### src/fbc_pkg.sv
// Constants, register map and carrier types of the frame basic classifier.
// Assumes one ingress port per instance and an Avalon-MM register master.
package fbc_pkg;
	localparam int FBC_AW = 10;
	localparam int FBC_DW = 32;
	// Word indices (byte address = 4 * index)
	localparam logic [7:0] FBC_IX_TPID = 8'h00;
	localparam logic [7:0] FBC_IX_FILT = 8'h01;
	localparam logic [7:0] FBC_IX_QOS = 8'h02;
	localparam logic [7:0] FBC_IX_CTPID0 = 8'h03;
	localparam logic [7:0] FBC_IX_CTPID2 = 8'h05;
	localparam logic [7:0] FBC_IX_STAT = 8'h06;
	localparam logic [3:0] FBC_PMAP_HI = 4'h1;
	localparam logic [1:0] FBC_DCFG_HI = 2'h1;
	localparam logic [4:0] FBC_REWR_HI = 5'h10;
	localparam logic [2:0] FBC_CPU_HI = 3'h6;
	// Recognised tag protocol identifiers
	localparam logic [15:0] FBC_TPID_C = 16'h8100;
	localparam logic [15:0] FBC_TPID_S = 16'h88A8;
	localparam int FBC_NTPID = 5;
	localparam int FBC_NTAG = 3;
	// Control-protocol destination block
	localparam logic [41:0] FBC_L2CP_PFX = 42'h0603080000;
	localparam logic [47:0] FBC_NULL_MAC = 48'h000000000000;
	localparam int FBC_MC_BIT = 40;
	// Reset values and the classifier pipeline point
	localparam logic [14:0] FBC_TPID_DIS_RST = 15'h0000;
	localparam logic [3:0] FBC_RT_EN_RST = 4'h0;
	localparam logic [3:0] FBC_PP_CLASSIFIER = 4'h3;
	typedef enum logic [1:0] {
		FBC_STG_ANY = 2'h0,
		FBC_STG_REQUIRE = 2'h1,
		FBC_STG_FORBID = 2'h2
	} fbc_stage_e;
	typedef struct packed {
		logic [47:0] dmac;
		logic [47:0] smac;
		logic [1:0] tag_cnt;
		logic over3;
		logic [2:0][15:0] tpid;
		logic [2:0][15:0] tci;
		logic is_ip;
		logic [5:0] dscp;
		logic cpu_redir;
		logic [3:0] pipeline_point;
	} fbc_frame_s;
	typedef struct packed {
		logic routable;
		logic discard;
		logic vlan_reject;
		logic learn_disable;
		logic [3:0] pipeline_point;
		logic [2:0] classified_priority_class;
		logic [1:0] classified_drop_level;
		logic [5:0] dscp;
		logic codepoint_transparent_flag;
	} fbc_result_s;
	typedef struct packed {
		logic trust;
		logic [2:0] cls;
		logic [1:0] dp;
		logic xlate;
		logic [5:0] xval;
		logic rewrite;
	} fbc_dcfg_s;
endpackage : fbc_pkg

### src/fbc_classifier.sv
// Frame basic classifier: routability, acceptance filtering, QoS/DP/DSCP.
// Assumes a parser feeding one frame per handshake and an Avalon-MM master.
// Operation
// RULE1 - Routable only when all tags valid and routing enabled for tag count.
// RULE2 - Per-position TPID validity setting, shared with VLAN classification.
// RULE3 - Routable count enable: bit0 untagged, bit1 exactly one tag.
// RULE4 - Disable mask bit invalidates a TPID per position; 0x7FFE keeps outer C-tag.
// RULE5 - Routable result is signalled downstream to the routing stage.
// RULE6 - Optionally discard frames whose source MAC has bit 40 set.
// RULE7 - Optionally discard frames with all-zero source or destination MAC.
// RULE8 - Three independently configured acceptance stages, one per tag position.
// RULE9 - Untagged control-protocol frames bypass the acceptance filter.
// RULE10 - Control protocol: DMAC 0180C2000000-0F, 20-2F, 30-3F.
// RULE11 - Tagged control-protocol frames go through the acceptance filter normally.
// RULE12 - Discarded frames get classifier pipeline point and learning disabled.
// RULE13 - QoS class is three bits, seven highest, carried in header.
// RULE14 - Drop level is two bits, three most droppable, carried in header.
// RULE15 - DSCP is six bits to the rewriter, IP frames only.
// RULE16 - DSCP taken behind up to three tags; zero for non-IP.
// RULE17 - PCP/DEI from tag; option selects inner tag on double-tagged frames.
// RULE18 - CPU-redirected control frames take a class from a 32-entry table.
// RULE19 - Sixteen-entry table maps DEI and PCP to drop level and class.
// RULE20 - One configuration entry for each of 64 DSCP values.
// RULE21 - One DSCP rewrite value for each of eight classes.
// RULE22 - Keep enable sets the transparent DSCP flag in the header.
// RULE23 - Class, drop level and DSCP stay open to later override.
// RULE24 - TPIDs are 0x8100, 0x88A8 and three programmable custom values.
// RULE25 - More than three tags means non-IP: no DSCP, not routable.
// RULE26 - Results for a frame leave together, in frame order.
`timescale 1ns/1ns
module fbc_classifier (
	input wire logic CLK,
	input wire logic RST,
	input wire logic CE,
	input wire logic [fbc_pkg::FBC_AW-1:0] AVS_ADDRESS,
	input wire logic AVS_READ,
	input wire logic AVS_WRITE,
	input wire logic [fbc_pkg::FBC_DW-1:0] AVS_WRITEDATA,
	output logic [fbc_pkg::FBC_DW-1:0] AVS_READDATA,
	output logic AVS_WAITREQUEST,
	input wire fbc_pkg::fbc_frame_s FRM_IN,
	input wire logic FRM_IN_VALID,
	output logic FRM_IN_READY,
	output fbc_pkg::fbc_result_s RES_OUT,
	output logic RES_OUT_VALID,
	input wire logic RES_OUT_READY
);
	import fbc_pkg::*;

	typedef struct packed {
		logic [14:0] tpid_dis;
		logic [3:0] rt_en;
		logic filt_mc;
		logic filt_null;
		logic [2:0][1:0] stage;
		logic inner_sel;
		logic pcp_trust;
		logic dscp_trust;
		logic keep;
		logic [2:0] def_cls;
		logic [1:0] def_dp;
		logic [2:0][15:0] ctpid;
		logic [15:0][4:0] pmap;
		logic [63:0][13:0] dcfg;
		logic [7:0][5:0] rewr;
		logic [31:0][2:0] cpucls;
		logic ack;
		logic [31:0] rdata;
		logic ovalid;
		fbc_result_s ores;
		logic [15:0] frm_cnt;
		logic [15:0] drop_cnt;
	} fbc_state_s;

	fbc_state_s st_reg;
	fbc_state_s st_next;
	logic [7:0] widx;
	logic req;
	logic wr_fire;
	logic in_fire;
	logic [2:0] tag_ok;
	logic [1:0] vcnt;
	logic all_valid;
	logic is_l2cp;
	logic stage_rej;
	logic drop_sa;
	logic drop_null;
	logic [3:0] pm_idx;
	fbc_dcfg_s dc;
	fbc_result_s res;
	logic [15:0] tp;
	logic [2:0] ttype;

	assign widx = AVS_ADDRESS[9:2];
	assign req = AVS_READ | AVS_WRITE;
	assign wr_fire = CE & AVS_WRITE & st_reg.ack;
	assign AVS_WAITREQUEST = req & ~st_reg.ack;
	assign AVS_READDATA = st_reg.rdata;
	assign FRM_IN_READY = ~st_reg.ovalid | RES_OUT_READY;
	assign in_fire = CE & FRM_IN_VALID & FRM_IN_READY;
	assign RES_OUT_VALID = st_reg.ovalid;
	assign RES_OUT = st_reg.ores;

	// Tag validity per position from TPID kind and disable mask
	always_comb begin
		tag_ok = '0;
		tp = '0;
		ttype = '0;
		for (int i = 0; i < FBC_NTAG; i++) begin
			tp = FRM_IN.tpid[i];
			ttype = 3'h7;
			if (tp == FBC_TPID_C) begin // [RULE24]
				ttype = 3'h0;
			end else if (tp == FBC_TPID_S) begin
				ttype = 3'h1;
			end else begin
				for (int k = 0; k < FBC_NTAG; k++) begin
					if (tp == st_reg.ctpid[k] && ttype == 3'h7) begin
						ttype = 3'(k + 2);
					end
				end
			end
			// Set mask bit invalidates TPID for that position [RULE2] [RULE4]
			if (ttype != 3'h7) begin
				tag_ok[i] = ~st_reg.tpid_dis[i * FBC_NTPID + int'(ttype)];
			end
		end
	end

	// Parsing stops at the first invalid TPID
	always_comb begin
		vcnt = 2'h0;
		if (FRM_IN.tag_cnt >= 2'h1 && tag_ok[0]) begin
			vcnt = 2'h1;
			if (FRM_IN.tag_cnt >= 2'h2 && tag_ok[1]) begin
				vcnt = 2'h2;
				if (FRM_IN.tag_cnt == 2'h3 && tag_ok[2]) begin
					vcnt = 2'h3;
				end
			end
		end
	end

	assign all_valid = (vcnt == FRM_IN.tag_cnt) & ~FRM_IN.over3;
	// Sub-block 10-1F of the prefix is not control protocol
	assign is_l2cp = (FRM_IN.dmac[47:6] == FBC_L2CP_PFX) & // [RULE10]
		(FRM_IN.dmac[5] | ~FRM_IN.dmac[4]);
	assign drop_sa = st_reg.filt_mc & FRM_IN.smac[FBC_MC_BIT]; // [RULE6]
	assign drop_null = st_reg.filt_null & // [RULE7]
		(FRM_IN.smac == FBC_NULL_MAC || FRM_IN.dmac == FBC_NULL_MAC);

	// Three acceptance stages, one per tag position [RULE8] [RULE11]
	always_comb begin
		stage_rej = 1'b0;
		for (int i = 0; i < FBC_NTAG; i++) begin
			if (fbc_stage_e'(st_reg.stage[i]) == FBC_STG_REQUIRE && vcnt <= 2'(i)) begin
				stage_rej = 1'b1;
			end
			if (fbc_stage_e'(st_reg.stage[i]) == FBC_STG_FORBID && vcnt > 2'(i)) begin
				stage_rej = 1'b1;
			end
		end
		if (vcnt == 2'h0 && FRM_IN.tag_cnt == 2'h0 && is_l2cp) begin
			stage_rej = 1'b0; // [RULE9]
		end
	end

	// Inner tag only with two or more valid tags [RULE17]
	assign pm_idx = (st_reg.inner_sel && vcnt >= 2'h2) ?
		{FRM_IN.tci[1][12], FRM_IN.tci[1][15:13]} :
		{FRM_IN.tci[0][12], FRM_IN.tci[0][15:13]};
	assign dc = fbc_dcfg_s'(st_reg.dcfg[FRM_IN.dscp]); // [RULE20]

	always_comb begin
		res = '0;
		res.pipeline_point = FRM_IN.pipeline_point;
		// Over three tags counts as non-IP [RULE25]
		res.routable = FRM_IN.is_ip & ~FRM_IN.over3 & all_valid & // [RULE1] [RULE5]
			st_reg.rt_en[FRM_IN.tag_cnt]; // [RULE3]
		res.vlan_reject = stage_rej;
		res.discard = drop_sa | drop_null | stage_rej;
		if (res.discard) begin
			res.pipeline_point = FBC_PP_CLASSIFIER; // [RULE12]
			res.learn_disable = 1'b1;
		end
		res.classified_priority_class = st_reg.def_cls; // [RULE13]
		res.classified_drop_level = st_reg.def_dp; // [RULE14]
		if (st_reg.pcp_trust && vcnt != 2'h0) begin
			res.classified_priority_class = st_reg.pmap[pm_idx][2:0]; // [RULE19]
			res.classified_drop_level = st_reg.pmap[pm_idx][4:3];
		end
		if (FRM_IN.is_ip && !FRM_IN.over3) begin
			res.dscp = dc.xlate ? dc.xval : FRM_IN.dscp; // [RULE15] [RULE16]
			if (st_reg.dscp_trust && dc.trust) begin
				res.classified_priority_class = dc.cls;
				res.classified_drop_level = dc.dp;
			end
		end
		if (is_l2cp && FRM_IN.cpu_redir) begin // [RULE18]
			res.classified_priority_class =
				st_reg.cpucls[{FRM_IN.dmac[5], FRM_IN.dmac[3:0]}];
		end
		if (FRM_IN.is_ip && !FRM_IN.over3 && dc.rewrite) begin // [RULE21]
			res.dscp = st_reg.rewr[res.classified_priority_class];
		end
		res.codepoint_transparent_flag = st_reg.keep; // [RULE22]
	end

	always_comb begin
		st_next = st_reg;
		// One wait state, then the answer
		st_next.ack = req & ~st_reg.ack;
		if (req && !st_reg.ack) begin
			st_next.rdata = '0;
			if (widx == FBC_IX_TPID) begin
				st_next.rdata = {12'h000, st_reg.rt_en, 1'b0, st_reg.tpid_dis};
			end else if (widx == FBC_IX_FILT) begin
				st_next.rdata = {24'h000000, st_reg.stage, st_reg.filt_null, st_reg.filt_mc};
			end else if (widx == FBC_IX_QOS) begin
				st_next.rdata = {23'h000000, st_reg.def_dp, st_reg.def_cls,
					st_reg.keep, st_reg.dscp_trust, st_reg.pcp_trust, st_reg.inner_sel};
			end else if (widx >= FBC_IX_CTPID0 && widx <= FBC_IX_CTPID2) begin
				st_next.rdata = {16'h0000, st_reg.ctpid[2'(widx - FBC_IX_CTPID0)]};
			end else if (widx == FBC_IX_STAT) begin
				st_next.rdata = {st_reg.drop_cnt, st_reg.frm_cnt};
			end else if (widx[7:4] == FBC_PMAP_HI) begin
				st_next.rdata = {27'h0000000, st_reg.pmap[widx[3:0]]};
			end else if (widx[7:6] == FBC_DCFG_HI) begin
				st_next.rdata = {18'h00000, st_reg.dcfg[widx[5:0]]};
			end else if (widx[7:3] == FBC_REWR_HI) begin
				st_next.rdata = {26'h0000000, st_reg.rewr[widx[2:0]]};
			end else if (widx[7:5] == FBC_CPU_HI) begin
				st_next.rdata = {29'h00000000, st_reg.cpucls[widx[4:0]]};
			end
		end
		if (wr_fire) begin
			if (widx == FBC_IX_TPID) begin
				st_next.tpid_dis = AVS_WRITEDATA[14:0];
				st_next.rt_en = AVS_WRITEDATA[19:16];
			end else if (widx == FBC_IX_FILT) begin
				st_next.filt_mc = AVS_WRITEDATA[0];
				st_next.filt_null = AVS_WRITEDATA[1];
				st_next.stage = AVS_WRITEDATA[7:2];
			end else if (widx == FBC_IX_QOS) begin
				st_next.inner_sel = AVS_WRITEDATA[0];
				st_next.pcp_trust = AVS_WRITEDATA[1];
				st_next.dscp_trust = AVS_WRITEDATA[2];
				st_next.keep = AVS_WRITEDATA[3];
				st_next.def_cls = AVS_WRITEDATA[6:4];
				st_next.def_dp = AVS_WRITEDATA[8:7];
			end else if (widx >= FBC_IX_CTPID0 && widx <= FBC_IX_CTPID2) begin
				st_next.ctpid[2'(widx - FBC_IX_CTPID0)] = AVS_WRITEDATA[15:0];
			end else if (widx == FBC_IX_STAT) begin
				st_next.frm_cnt = '0;
				st_next.drop_cnt = '0;
			end else if (widx[7:4] == FBC_PMAP_HI) begin
				st_next.pmap[widx[3:0]] = AVS_WRITEDATA[4:0];
			end else if (widx[7:6] == FBC_DCFG_HI) begin
				st_next.dcfg[widx[5:0]] = AVS_WRITEDATA[13:0];
			end else if (widx[7:3] == FBC_REWR_HI) begin
				st_next.rewr[widx[2:0]] = AVS_WRITEDATA[5:0];
			end else if (widx[7:5] == FBC_CPU_HI) begin
				st_next.cpucls[widx[4:0]] = AVS_WRITEDATA[2:0];
			end
		end
		// Single output stage keeps frame order [RULE26]
		if (st_reg.ovalid && RES_OUT_READY) begin
			st_next.ovalid = 1'b0;
		end
		if (in_fire) begin
			st_next.ovalid = 1'b1;
			st_next.ores = res; // [RULE23]
			st_next.frm_cnt = st_next.frm_cnt + 16'h0001;
			if (res.discard) begin
				st_next.drop_cnt = st_next.drop_cnt + 16'h0001;
			end
		end
	end

	always_ff @(posedge CLK or posedge RST) begin
		if (RST) begin
			st_reg <= '0;
			st_reg.tpid_dis <= FBC_TPID_DIS_RST;
			st_reg.rt_en <= FBC_RT_EN_RST;
		end else if (CE) begin
			st_reg <= st_next;
		end
	end

	// Checks
	AST_OVER3: assert property (@(posedge CLK) disable iff (RST) // [RULE25]
		in_fire && FRM_IN.over3 |=> !RES_OUT.routable && RES_OUT.dscp == 6'h00)
		else $error("frame over three tags routable or has DSCP");
	AST_NONIP: assert property (@(posedge CLK) disable iff (RST) // [RULE16]
		in_fire && !FRM_IN.is_ip |=> RES_OUT.dscp == 6'h00 && !RES_OUT.routable)
		else $error("non-IP frame has DSCP or is routable");
	AST_SMAC_MC: assert property (@(posedge CLK) disable iff (RST) // [RULE6]
		in_fire && st_reg.filt_mc && FRM_IN.smac[FBC_MC_BIT] |=> RES_OUT.discard)
		else $error("multicast source not discarded");
	AST_NULL: assert property (@(posedge CLK) disable iff (RST) // [RULE7]
		in_fire && st_reg.filt_null && FRM_IN.dmac == FBC_NULL_MAC |=> RES_OUT.discard)
		else $error("null destination not discarded");
	AST_BYPASS: assert property (@(posedge CLK) disable iff (RST) // [RULE9]
		in_fire && is_l2cp && FRM_IN.tag_cnt == 2'h0 |=> !RES_OUT.vlan_reject)
		else $error("untagged control frame rejected by tag filter");
	AST_DISCARD_PT: assert property (@(posedge CLK) disable iff (RST) // [RULE12]
		RES_OUT_VALID && RES_OUT.discard |->
		RES_OUT.pipeline_point == FBC_PP_CLASSIFIER && RES_OUT.learn_disable)
		else $error("discarded frame lacks pipeline point or learn disable");
	AST_KEEP: assert property (@(posedge CLK) disable iff (RST) // [RULE22]
		in_fire |=> RES_OUT.codepoint_transparent_flag == $past(st_reg.keep))
		else $error("transparent flag differs from keep enable");
	AST_UNTAG_ONLY: assert property (@(posedge CLK) disable iff (RST) // [RULE3]
		in_fire && st_reg.rt_en == 4'h1 && FRM_IN.tag_cnt != 2'h0 |=> !RES_OUT.routable)
		else $error("tagged frame routable with untagged-only enable");
	AST_HOLD: assert property (@(posedge CLK) disable iff (RST) // [RULE26]
		RES_OUT_VALID && !RES_OUT_READY |=> RES_OUT_VALID && $stable(RES_OUT))
		else $error("result changed under back-pressure");
	AST_BUS_ANSWER: assert property (@(posedge CLK) disable iff (RST)
		CE && req && !st_reg.ack ##1 CE && req |-> !AVS_WAITREQUEST)
		else $error("bus request not answered after one wait state");
	COV_ROUTE: cover property (@(posedge CLK) disable iff (RST)
		RES_OUT_VALID && RES_OUT.routable);
	COV_DISCARD: cover property (@(posedge CLK) disable iff (RST)
		RES_OUT_VALID && RES_OUT.discard);
	COV_BYPASS: cover property (@(posedge CLK) disable iff (RST)
		in_fire && is_l2cp && FRM_IN.tag_cnt == 2'h0 && st_reg.stage[0] == 2'h1);
	COV_STALL: cover property (@(posedge CLK) disable iff (RST)
		RES_OUT_VALID && !RES_OUT_READY ##1 RES_OUT_READY);
endmodule : fbc_classifier

### config.mk
export PLATFORM = sky130hd
export DESIGN_NAME = fbc_classifier
export DESIGN_NICKNAME = d
export VERILOG_FILES = /design/src/fbc_pkg.sv /design/src/fbc_classifier.sv
export SDC_FILE = /design/constraint.sdc
export NUM_CORES = 2
export LEC_CHECK = 0
export BUFFER_PORTS_ARGS = -buffer_cell sky130_fd_sc_hd__buf_2
export CAP_MARGIN = 20
export CELL_PAD_IN_SITES_DETAIL_PLACEMENT = 0
export CELL_PAD_IN_SITES_GLOBAL_PLACEMENT = 1
export CORE_UTILIZATION = 47
export DETAILED_ROUTE_END_ITERATION = 10
export PLACE_DENSITY = 0.76
export SLEW_MARGIN = 10
export SYNTH_ARGS = -nofsm -noshare
export SYNTH_HDL_FRONTEND = slang
export SYNTH_SLANG_ARGS = --single-unit
### constraint.sdc
create_clock -name CLK -period 37.8 [get_ports CLK]
set_input_delay 1.89 -clock CLK [delete_from_list [all_inputs] [get_ports CLK]]
set_output_delay 1.89 -clock CLK [all_outputs]
set_load 0.01 [all_outputs]
==> impl_metrics.csv <==
group,metric,value,unit
power_and_ir_drop,netSwitchingFraction,0.2522,
critical_path,endpoint,"RES_OUT[4]",
place,place_area,72060,um^2
timing,skew,22.22,ps
logic_synthesis,synth_top_area_cell,"dfrtp_1",
clock_network,post_cts_buffers,0,
layout,area_delta_synth_final,11.05,%
timing,fmax,124.4,MHz
place,port-buffer-count,256,
power_and_ir_drop,pwr-share-seq,0.461,
logic_synthesis,syn_inst,5420,
floorplan,die_height,385.8,um
logic_synthesis,yosys_warnings,0,
critical_path,required,38530,ps
global_route,use_met3,0.06528,
timing,tightestPinTransition,1274,ps
critical_path,r2r_setup_slack,30450,ps
layout,instances_no_fill,7477,
critical_path,worstRegToRegCells,20,
power_and_ir_drop,fin_total_pwr,3093,uW
timing,min_period,8037,ps
clock_network,h-tree-depth,4,
clock_network,cts-root-buf,"clkbuf_16",
global_route,grt_pass1_wl,344.8,mm
global_route,grt_max_degree,167,
critical_path,reg2reg_from,"st_reg[1245]",
critical_path,cp-startpoint,"FRM_IN[89]",
timing,slew_headroom,0.1505,
clock_network,cts_resized,0,
layout,drive_gt1_frac,0.4023,
global_route,grtUsageTotal,0.3134,
critical_path,criticalPathCategory,"input port to flip-flop",
clock_network,clk_path_buf_depth,3,
global_route,grt_pass1_vias,50808,
place,dp_hpwl,143.8,mm
drt,dr_total_vias,50625,
outcome,status,"finished clean",
clock_network,clk_pin_slew,60,ps
logic_synthesis,synth_top_area_share,0.4659,
floorplan,fp.dieW,385.8,um
logic_synthesis,ys.flop_type,"dfrtp_1",
drt,firstDrtPassIters,6,
critical_path,endpoint_kind,"flip-flop",
floorplan,ios,311,
power_and_ir_drop,clkPwrFrac,0.460,
logic_synthesis,synth_edf_count,0,
critical_path,crit_arrival,8770,ps
power_and_ir_drop,p_sw,780.0,uW
layout,nets,5712,
drt,wl_per_cell,31.15,um
critical_path,worstPathMaxFanout,23,
critical_path,startpoint_type,"input port",
floorplan,die-area,148900,um^2
layout,largest_reg_flops,1236,
layout,finalInstanceArea,76890,um^2
power_and_ir_drop,p_comb_frac,0.079,
floorplan,start_util,0.4745,
logic_synthesis,ys_async_sr_fraction,1.000,
drt,postRouteAntennaNets,0,
clock_network,cts_tree,"done",
timing,final-setup-viol-count,0,
clock_network,numCtsBuffers,142,
place,gp_congestion,0.9518,
global_route,busiest_layer,"met2",
global_route,met1_usage,0.4157,
drt,viasPerCell,6.771,
timing,grt_setup_unrepaired,"no",
logic_synthesis,synthesis.nets,5686,
drt,remaining_drc_errors,0,
logic_synthesis,yosysSeqAreaShare,0.4659,
power_and_ir_drop,cellPowerDensity,40.23,nW/um^2
logic_synthesis,synthTopCellsByArea,"dfrtp_1 (47%), mux2_2 (20%), mux4_2 (11%)",
clock_network,cts_sinks,1289,
global_route,grt_overflow,0,
clock_network,insertion_delay,800,ps
power_and_ir_drop,internal_power,2313,uW
logic_synthesis,netlist_area,69240,um^2
global_route,use_met2,0.4846,
flow_run,drv_cap,0,
layout,fin_util,0.5270,
power_and_ir_drop,vdd_drop_max,35.65,uV
floorplan,fp-row-count,140,
timing,min_period_over_period,0.2126,
logic_synthesis,syn_area_per_cell,12.77,um^2
place,placedCellCount,7214,
power_and_ir_drop,total_leakage_power,0.03461,uW
critical_path,timing.rr.end,"RES_OUT[4]",
timing,setup_tns,0,ps
timing,slew_violations,0,
floorplan,core_area,145900,um^2
timing,finalHoldViolations,0,
global_route,antenna_found_initial,11,
min_path,hp-class,"flip-flop to flip-flop",
logic_synthesis,synth.distinct_cells,86,
drt,totalWireLength,232.9,mm
clock_network,cts-hold-fix-buffers,0,
logic_synthesis,synth-seq-cells,1289,
drt,first_iter_violations,5848,
-- synthesized netlist by cell type (62+ instances only) --
master and count:
xnor2_1 106, nand2_1 230, a22o_1 85, nand4_1 133, mux2i_1 86, mux2_2 1217
xor2_1 62, o21ai_0 123, a22oi_1 397, mux4_2 324, a221oi_1 99, dfrtp_1 1289
a21oi_1 94, nor2_1 165, clkbuf_1 411
-- worst min-delay path by stage --
stage                 from          end  slack (ps)  cells past startpoint
6_report       RES_OUT[12]  RES_OUT[12]         460                      2
5_1_grt        RES_OUT[12]  RES_OUT[12]         490                      2
4_1_cts        RES_OUT[12]  RES_OUT[12]         470                      2
3_5_place_dp   RES_OUT[12]  RES_OUT[12]         450                      2
3_3_place_gp   RES_OUT[13]  RES_OUT[13]         450                      2
2_1_floorplan  RES_OUT[12]  RES_OUT[12]         440                      2
-- area by class of cell --
| cell class | count | area [um^2] |
|---|---|---|
| clock inverter | 39 | 506.7 |
| multi-input combinational | 3568 | 34650 |
| fill | 12380 | 69030 |
| inverter | 25 | 97.59 |
| timing repair buffer | 420 | 2724 |
| tap | 1917 | 2399 |
| antenna | 7 | 17.52 |
| clock buffer | 212 | 4242 |
| sequential | 1289 | 32260 |
-- metrics by stage --
stage / setup WS, ps / hold slack (ps)
2_1_floorplan: 18090 / 440.0
3_3_place_gp: 29190 / 450.1
3_5_place_dp: 29120 / 451.0
4_1_cts: 29970 / 467.2
5_1_grt: 29400 / 493.3
6_report: 29760 / 460.2
-- power groups by stage --
stage                     logic (uW)  clock network (uW)  registers, uW
after floorplan                  154                   0           1450
after global placement           237                   0           1450
after detailed placement         240                   0           1450
after CTS                        241                1440           1430
after global routing             259                1490           1430
final                            243                1420           1430
-- layer usage --
| layer | up-vias | share of wire |
|---|---|---|
| met5 | - | 0.00032 |
| met4 | 10 | 0.055 |
| met3 | 601 | 0.086 |
| met2 | 2739 | 0.46 |
| met1 | 26409 | 0.40 |
| li1 | 20866 | - |
-- critical path, cell delays in order --
cell and delay, ps:
buf_2 160, xnor2_1 190, nand4_1 100, nor4_1 650, nor2b_1 490, o21ai_0 180
ha_1 450, mux4_2 520, mux2_2 290, a21oi_1 290, o311ai_4 140, buf_4 270
a21oi_4 440, buf_4 380, mux2i_1 360, o211ai_1 120, a2111o_1 520, nand2_1 460
nor2_1 230, a221oi_1 410, a221o_1 200
-- placed cells by master (no fill, tap or decap), drive strengths merged, types with 7 or more instances in the layout --
cell | Yosys | layout
nor3 | 37 | 37
a211oi | 13 | 13
buf | 127 | 419
ha | 10 | 10
nor4 | 45 | 45
clkbuf | 411 | 213
and2 | 24 | 24
bufinv | 0 | 8
a21oi | 95 | 95
or3 | 12 | 12
mux4 | 324 | 324
mux2i | 87 | 87
a22o | 85 | 85
nand4 | 133 | 133
and3 | 28 | 28
xnor2 | 106 | 106
nand2b | 14 | 14
clkinv | 0 | 24
nand3 | 58 | 58
a221o | 12 | 12
nor2 | 167 | 167
a31oi | 32 | 32
a311oi | 14 | 14
a41oi | 14 | 14
nand3b | 10 | 10
inv | 25 | 30
a22oi | 397 | 397
dfrtp | 1289 | 1289
diode | 0 | 7
nand2 | 231 | 231
nor2b | 14 | 14
o211ai | 11 | 11
o22ai | 9 | 9
mux2 | 1219 | 1219
o21ai | 125 | 125
xor2 | 62 | 62
a221oi | 99 | 99
-- cells by family (layout without fill, tap and decap cells) --
logic type,Yosys count,after routing,synth area share
xor+xnor,168,168,0.02125
flops,1289,1289,0.4659
fa+ha+maj,10,10,0.001807
mux,1630,1630,0.3165
buf+inv,563,696,0.03500
simple gates,800,800,0.05768
other cells,0,7,0
compound gates,960,960,0.1019
Note: power is estimated with default switching activity, not from simulation.
